`src/hdl/nvcs_cfg.svh`:
```
/*
 * register offsets, field positions, reset values and commands for the
 * memory command and busy-status block.
 * assumes inclusion by bare name from the decoder and top design files.
 */
`ifndef NVCS_CFG_SVH
`define NVCS_CFG_SVH

`define NVCS_OFS_STATUS      6'h32
`define NVCS_OFS_COMMAND     6'h33
`define NVCS_BUSY_BIT        7
`define NVCS_CMD_MSB         5
`define NVCS_CMD_RESET       6'h00
`define NVCS_CMD_NOP         6'h00
`define NVCS_CMD_CHIP_ERASE  6'h10
`define NVCS_CMD_SECT_ERASE  6'h14
`define NVCS_CMD_WORD_WRITE  6'h1D

`endif

```
`src/hdl/nvcs_pkg.sv`:
```
/*
 * types for the memory command and busy-status block.
 * assumes the constants header sits beside it.
 */
`default_nettype none
package nvcs_pkg;
    typedef enum logic [1:0] {
        NVCS_OP_NONE,
        NVCS_OP_CHIP_ERASE,
        NVCS_OP_SECT_ERASE,
        NVCS_OP_WORD_WRITE
    } nvcs_op_t;

    typedef struct packed {
        logic       wr;
        logic       rd;
        logic [5:0] addr;
        logic [7:0] wdata;
    } nvcs_io_req_t;

    typedef struct packed {
        logic       wr;
        logic       high;
        logic [7:0] wdata;
    } nvcs_mem_wr_t;

    typedef struct packed {
        logic       start;
        nvcs_op_t   op;
        logic [15:0] word;
    } nvcs_launch_t;
endpackage
`default_nettype wire

```
`src/hdl/nvcs_decode.sv`:
```
/*
 * command decoder: maps the command field to an operation.
 * assumes a stable command input; purely combinational.
 */
`include "nvcs_cfg.svh"
`default_nettype none
module nvcs_decode (
    // command in
    input  wire logic [5:0]      cmd_i,
    // operation out
    output var  nvcs_pkg::nvcs_op_t op_o
);
    always_comb
    begin
        case (cmd_i)
            `NVCS_CMD_CHIP_ERASE: op_o = nvcs_pkg::NVCS_OP_CHIP_ERASE;
            `NVCS_CMD_SECT_ERASE: op_o = nvcs_pkg::NVCS_OP_SECT_ERASE;
            `NVCS_CMD_WORD_WRITE: op_o = nvcs_pkg::NVCS_OP_WORD_WRITE;
            default:              op_o = nvcs_pkg::NVCS_OP_NONE;
        endcase
    end
endmodule
`default_nettype wire

```
`src/hdl/nvcs_top.sv`:
```
/*
 * memory command register, busy-status register and launch sequencing.
 * assumes the programming interface presents one-cycle i/o and data-space
 * write strobes, and the memory array reports operation done as a pulse.
 */
// Summary of operation
// busy flag, status bit 7, sets when program or erase launches.
// busy flag holds for whole operation, drops only when it finishes.
// busy covers both code flash and lock bit operations.
// command register bits 5:0 read/write, upper bits zero, resets zero.
// command zero means memory writes launch nothing.
// 0x10 chip erase, 0x14 section erase, 0x1D word write.
// word write: low byte buffered, high byte latches both and launches.
// erase launches on dummy high-byte write inside the section.
// programmer waits for busy to clear before new command or write.
`include "nvcs_cfg.svh"
`default_nettype none
module nvcs_top (
    // clock and reset
    input  wire logic                   clk_i,
    input  wire logic                   rstn_i,
    // i/o register access
    input  wire nvcs_pkg::nvcs_io_req_t io_req_i,
    output logic [7:0]                  io_rdata_o,
    // data-space memory writes
    input  wire nvcs_pkg::nvcs_mem_wr_t mem_wr_i,
    input  wire logic                   mem_lock_i,
    // memory array
    input  wire logic                   op_done_i,
    output var nvcs_pkg::nvcs_launch_t  launch_o,
    output logic                        launch_lock_o,
    output logic                        busy_o
);
    logic [5:0]             cmd_q;
    logic [5:0]             cmd_d;
    logic [7:0]             low_q;
    logic [7:0]             low_d;
    logic                   busy_q;
    logic                   busy_d;
    logic [7:0]             rdata_q;
    logic [7:0]             rdata_d;
    nvcs_pkg::nvcs_launch_t launch_q;
    nvcs_pkg::nvcs_launch_t launch_d;
    logic                   lock_q;
    logic                   lock_d;
    nvcs_pkg::nvcs_op_t     op;
    logic                   go;

    nvcs_decode u_dec (
        .cmd_i (cmd_q),
        .op_o  (op)
    );

    always_comb
    begin
        cmd_d    = cmd_q;
        low_d    = low_q;
        busy_d   = busy_q;
        rdata_d  = 8'h00;
        lock_d   = lock_q;
        launch_d = '0;
        go       = 1'b0;
        if (io_req_i.wr && !busy_q
            && io_req_i.addr == `NVCS_OFS_COMMAND)
        begin
            cmd_d = io_req_i.wdata[`NVCS_CMD_MSB:0];
        end
        if (mem_wr_i.wr && !busy_q && !mem_wr_i.high)
        begin
            low_d = mem_wr_i.wdata;
        end
        if (mem_wr_i.wr && !busy_q && mem_wr_i.high
            && op != nvcs_pkg::NVCS_OP_NONE)
        begin
            go = 1'b1;
        end
        if (go)
        begin
            launch_d.start = 1'b1;
            launch_d.op    = op;
            launch_d.word  = {mem_wr_i.wdata, low_q};
            lock_d         = mem_lock_i;
            busy_d         = 1'b1;
        end
        else if (busy_q && op_done_i)
        begin
            busy_d = 1'b0;
        end
        if (io_req_i.rd)
        begin
            case (io_req_i.addr)
                `NVCS_OFS_STATUS:
                    rdata_d[`NVCS_BUSY_BIT] = busy_q;
                `NVCS_OFS_COMMAND:
                    rdata_d = {2'b00, cmd_q};
                default:
                    rdata_d = 8'h00;
            endcase
        end
    end

    always_ff @(posedge clk_i)
    begin
        if (!rstn_i)
        begin
            cmd_q    <= `NVCS_CMD_RESET;
            low_q    <= 8'h00;
            busy_q   <= 1'b0;
            rdata_q  <= 8'h00;
            launch_q <= '0;
            lock_q   <= 1'b0;
        end
        else
        begin
            cmd_q    <= cmd_d;
            low_q    <= low_d;
            busy_q   <= busy_d;
            rdata_q  <= rdata_d;
            launch_q <= launch_d;
            lock_q   <= lock_d;
        end
    end

    assign io_rdata_o    = rdata_q;
    assign launch_o      = launch_q;
    assign launch_lock_o = lock_q;
    assign busy_o        = busy_q;
endmodule
`default_nettype wire

```
`config.mk`:
```
export PLATFORM = sky130hd
export DESIGN_NAME = nvcs_top
export DESIGN_NICKNAME = d
export VERILOG_FILES = /design/src/hdl/nvcs_pkg.sv /design/src/hdl/nvcs_decode.sv /design/src/hdl/nvcs_top.sv
export VERILOG_INCLUDE_DIRS = /design/src /design/src/hdl
export SDC_FILE = /design/constraint.sdc
export NUM_CORES = 1
export LEC_CHECK = 0
export BUFFER_PORTS_ARGS = -buffer_cell sky130_fd_sc_hd__buf_2
export CAP_MARGIN = 20
export CORE_AREA = 2 2 55 62
export CTS_CLUSTER_DIAMETER = 80
export DETAILED_ROUTE_END_ITERATION = 16
export DIE_AREA = 0 0 57 64
export HOLD_SLACK_MARGIN = 0.06
export PLACE_DENSITY = 0.79
export SLEW_MARGIN = 20
export SYNTH_ARGS = -nofsm -noshare
export SYNTH_HDL_FRONTEND = slang
export SYNTH_HIERARCHICAL = 1
export SYNTH_SLANG_ARGS = --single-unit
```
`constraint.sdc`:
```
create_clock -name clk_i -period 3.8 [get_ports clk_i]
set_clock_uncertainty 0.05 [all_clocks]
set_input_delay 0.38 -clock clk_i [delete_from_list [all_inputs] [get_ports clk_i]]
set_output_delay 0.38 -clock clk_i [all_outputs]
set_load 0.01 [all_outputs]
```
======== Word-level counts from Yosys, hierarchy flattened ========
Index checks and enable logic that the tools add are counted.
word-level totals
  input bits .............................. 30
  logic and storage cells ................. 35
  output and inout port bits .............. 29
  register bits ........................... 43
cells by class
  multiplexer cells ....................... 5
  reduce and logical (&&, ||, !) cells .... 15
  equality and inequality tests ........... 5
operators by type and width
  operator              count
  $mux W19              1
  $eq A6 B5 Y1 const B  3
  $eq A6 B6 Y1 const B  2
  $logic_and A1 B1 Y1   7
  $pmux W2 S3           1
  $reduce_and A3 Y1     2
  $reduce_and A2 Y1     2
  $reduce_bool A2 Y1    2
  $mux W1               3
  $logic_not A1 Y1      2

======== Logic depth before layout (Yosys ltp) ========
  depth in word-level cells ............... 6
  depth in mapped cells ................... 5
  gate-level depth less buffers ........... 4

======== Hierarchy ========
The synthesis kept the hierarchy.
modules (own cells, without submodules)
  module       sequential area each (µm²)  cells an instance  times used  area an instance (µm²)
  nvcs_top     840.8                       123                1           1396.3
  nvcs_decode  0.0                         6                  1           41.3

======== Worst setup path after synthesis ========
No wires, ideal clock.
  path type ............................... register to register
  start ................................... register cmd_q[0]
  end ..................................... register launch_q, in the netlist launch_o[16]
  library setup time ...................... 0.059 ns
  clock period less this slack ............ 1.532 ns
  data required time ...................... 3.691 ns
  path buffers ............................ 1
  arrival time ............................ 1.423 ns
  path slack .............................. 2.268 ns
  stages on the path, launching flop included .. 6
  cell sequence ........................... dfxtp_1 > or3_1 > a21boi_1 > o2111a_1 > buf_4 > and2_1
between the ends
  word-level cells in the longest chain between the ends .. 6
  elaborated cells between the ends (all ways) .. 8
  those cells by class .................... 3 x eq/ne; 2 x mux; 3 x reduce/logical
RTL lines
  what                         line               text
  start, declared              nvcs_top.sv:34     logic [5:0] cmd_q;
  start signal, assigned       nvcs_top.sv:106    cmd_q <= `NVCS_CMD_RESET;
  start signal, assigned       nvcs_top.sv:115    cmd_q <= cmd_d;
  $eq A6 B5 Y1                 nvcs_decode.sv:15  case (cmd_i)
  $pmux W2 S3 (*)              nvcs_decode.sv:15
  named net op[0]              nvcs_top.sv:46     nvcs_pkg::nvcs_op_t op;
  $reduce_bool A2 Y1           nvcs_top.sv:73     && op != nvcs_pkg::NVCS_OP_NONE)
  $logic_and A1 B1 Y1          nvcs_top.sv:73
  $mux W1                      nvcs_top.sv:72     if (mem_wr_i.wr && !busy_q && mem_wr_i.high
  $reduce_and A2 Y1 (no line)  --
  end signal, assigned         nvcs_top.sv:119    launch_q <= launch_d;
  end, declared                nvcs_top.sv:42     nvcs_pkg::nvcs_launch_t launch_q;
The timed path passes the listed nets; every way through them passes the cells marked *.
A chain may end at the register's enable or synchronous reset.

======== Worst setup path in the final report ========
  start ................................... register cmd_q[0]
  end ..................................... register launch_q, in the netlist launch_o[0]
between the ends
  word-level cells in the longest chain between the ends .. 6
  elaborated cells between the ends (all ways) .. 8
  those cells by class .................... 3 x eq/ne; 2 x mux; 3 x reduce/logical
RTL lines
  what                             line
  $eq A6 B5 Y1                     nvcs_decode.sv:15
  $pmux W2 S3 (*)                  nvcs_decode.sv:15
  named net op[0]                  nvcs_top.sv:46
  $reduce_bool A2 Y1 (*)           nvcs_top.sv:73
  $logic_and A1 B1 Y1 (*)          nvcs_top.sv:73
  $mux W1 (*)                      nvcs_top.sv:72
  $reduce_and A2 Y1 (no line) (*)  --
Marked as above.

==> summary.md <==
| Metric | Value |
|---|---|
| Post-synth EDFFs | `0` |
| Cells after DPL | `213` |
| Most frequent cell after synthesis | `dfxtp_1` |
| Clock Pin Slew Worst Setup and Hold Paths | `120 ps` |
| Post-synth ARST share | `0` |
| Power Density | `425 nW/µm²` |
| Vias in the first global route | `1042` |
| Gr usage total | `0.155` |
| Min Tclk post-route | `1790 ps` |
| Synth top area share | `0.585` |
| PortBufs | `55` |
| Synth Cell Area | `1440 µm²` |
| Headroom to the max-slew limit | `0.452` |
| Lkg Pwr | `0.865 nW` |
| Io pins | `59` |
| Die extent in y | `64 µm` |
| Setup_tns | `0 ps` |
| GRT overflow | `0` |
| M1 GR Usage | `0.166` |
| Fillers | `267` |
| Number of buffers created by CTS | `5` |
| CP Data Required Time | `4050 ps` |
| DRC viols | `0` |
| Synth Area in Compound Gates | `0.0218` |
| Post-route ant nets | `0` |
| Htree depth | `2` |
| Finished Layout Cells | `221` |
| Max IR drop VDD | `0.000338 V` |
| CP cell instances | `or3_1, a21boi_1, o2111a_1, and2_1` |
| Synth area leader | `dfxtp_1` |
| Critical path class | `flip-flop to flip-flop` |
| Synth top area cells | `dfxtp_1 58%, and2_1 10%, mux2i_1 10%` |
| Final wirelength | `2540 µm` |
| Worst-margin pin slew | `819 ps` |
| Seq/Total Area, Yosys | `0.585` |
| Area growth from synthesis to final layout | `25.2%` |
| Die ar. | `3650 µm²` |
| Worst Path Arrival | `2050 ps` |
| Hold buffers post-CTS | `0` |
| Worst-case clock buffer depth | `2` |
| GRT busiest layer | `met2` |
| Post-synthesis mux area share | `0.104` |
| Max cap viols | `0` |
| CTS resizes | `0` |
| Row count | `21` |
| Final setup violating endpoints | `0` |
| Fmax | `558 MHz` |
| Period utilization | `0.471` |
| Fin. max-slew vios | `0` |
| Synthesized area per cell | `11.1 µm²` |
| Crit path max-delay cell type | `o2111a_1` |
| TritonRoute pass-1 iters | `4` |
| Fin. Hold Viols | `0` |
| Post-synth top cells | `42 x dfxtp_1, 24 x and2_1, 15 x mux2i_1` |
| DRT iter0 DRCs | `12` |
| Cells after Synth | `129` |
| Share of post-route cells with drive strength above 1 | `0.364` |
| Met2 Use GR | `0.240` |
| Via density | `4.72` |
| Distinct cell type count after synthesis | `26` |
| Combinational family with the most area after synthesis | `simple AND/OR/NAND/NOR gates` |
| Fin nets | `216` |
| GPL Wtd Cong | `0.706` |
| RSZ-0062 raised after global routing | `no` |
| FF+latch count, synth | `42` |
| Synth Flop Type | `dfxtp_1` |
| Worst Hold Depth | `2` |
| Antenna violations before repair | `0` |
| Post-Synth XOR/XNOR Area | `0.00609` |
| DR vias | `1044` |
| Starting density of the core | `0.480` |
| Placeable Area | `3000 µm²` |
| Hold Crit Class | `input pin to flip-flop` |
| Diode count | `0` |
| Kind of end point of the critical path | `flip-flop` |
| Number of setup buffers added after CTS | `0` |
| Critical Path Start Type | `flip-flop` |
| Die Wd | `57 µm` |
| Root buffer cell | `clkbuf_4` |
| CTS tree | `yes` |
| CP Max Fanout | `19` |
| Clock Sinks | `42` |
| Routing usage on met3 | `0.0709` |
| Outcome | `completed` |
| Synth warn | `6` |
| Drt wl/cell | `11.5 µm` |
| Reg2Reg Depth | `4` |
| Synthesized net count | `159` |
| Hpwl dp | `1890 µm` |
| First-pass GRT wire length | `4260 µm` |
| Post-Synth Adder-Cell Area | `0` |
| Simple-gate portion of the synthesized area | `0.248` |
| Critical path's largest stage delay | `500 ps` |
| Clk_lat worst skew | `360 ps` |
| Largest net degree at the start of global routing | `20` |
## cells in the final DEF, fill, tap and decap left out
| cell | Yosys | routed |
|---|---|---|
| conb_1 | 1 | 1 |
| and2_1 | 24 | 24 |
| xnor2_1 | 1 | 1 |
| nor3b_1 | 2 | 1 |
| buf_2 | 1 | 55 |
| nand4_1 | 1 | 1 |
| nor3b_2 | 0 | 1 |
| nand2b_4 | 1 | 1 |
| and2b_2 | 1 | 1 |
| nor2_1 | 8 | 8 |
| a21oi_1 | 1 | 1 |
| and3_1 | 3 | 3 |
| mux2i_1 | 15 | 15 |
| nor4_4 | 1 | 1 |
| nor4bb_1 | 1 | 1 |
| o211ai_1 | 1 | 1 |
| clkinvlp_4 | 0 | 2 |
| dfxtp_1 | 42 | 42 |
| o2111a_1 | 1 | 1 |
| bufinv_16 | 0 | 1 |
| nand3_1 | 1 | 1 |
| a21boi_1 | 1 | 1 |
| clkbuf_4 | 0 | 5 |
| nand2_1 | 14 | 14 |
| and4b_2 | 1 | 1 |
| clkinv_1 | 1 | 1 |
| or3_1 | 1 | 1 |
| or2b_1 | 1 | 1 |
## registers in the layout (all words and copies together) (netlist names)
register       count
busy_o             1
cmd_q              6
io_rdata_o         7
launch_lock_o      1
launch_o          19
low_q              8
## worst max-delay path: cells and delay by family, from the launching register on
| family | cells | cell delay [ps] |
|---|---|---|
| flip-flops | 1 | 370 |
| AND/OR/NAND/NOR | 2 | 570 |
| AO/OA/AOI/OAI | 2 | 740 |
## layer usage
metal  vias up  wire length (µm)  part of all wire
met5         -                 0                 0
met4         0                57             0.022
met3         7               269              0.11
met2        44              1180              0.47
met1       459              1030              0.40
li1        534                 -                 -
## report_power, final
part	switching [mW]	internal [mW]	leakage, nW
registers	0.00195	0.445	0.339
clock network	0.145	0.138	0.0374
logic	0.0181	0.0184	0.488
total	0.165	0.601	0.865
## area by class of cell
cell class,instances,area (µm²),share of cell area
flip-flops and latches,42,841,0.467
multi-input cells,81,556,0.309
repair buffers,55,275,0.153
clock inverters,3,45.0,0.0250
well taps,34,42.5,0.0236
clock buffers,5,37.5,0.0208
inverters,1,3.75,0.00208
## cell families after synthesis
family	after synthesis
AOI/OAI and AO/OA	4
xor gates and xnor gates	1
buffers and inverters	6
DFF	42
muxes	15
other	1
and+or+nand+nor	60
## through the flow
stage	utilization	instance area (µm²)	hold slack [ps]	setup WS [ps]	total power, mW
after floorplan	-	1440	379	2270	0.476
after global placement	0.574	1720	388	2090	0.492
after detailed placement	0.574	1720	391	2030	0.493
after CTS	0.601	1800	161	2000	0.773
after global routing	0.601	1800	166	1860	0.797
final	0.601	1800	173	2010	0.765
## worst paths after layout
path | to | slack (ps) | start
hold / removal | launch_o[13]$_SDFF_PN0_ | 170 | mem_wr_i[5]
setup / recovery | launch_o[0]$_SDFF_PN0_ | 2010 | cmd_q[0]$_SDFFE_PN0P_
hold reg to reg | launch_o[2]$_SDFF_PN0_ | 410 | low_q[2]$_SDFFE_PN0P_
setup reg to reg | launch_o[0]$_SDFF_PN0_ | 2010 | cmd_q[0]$_SDFFE_PN0P_
Power figures use the tool's default switching activity.
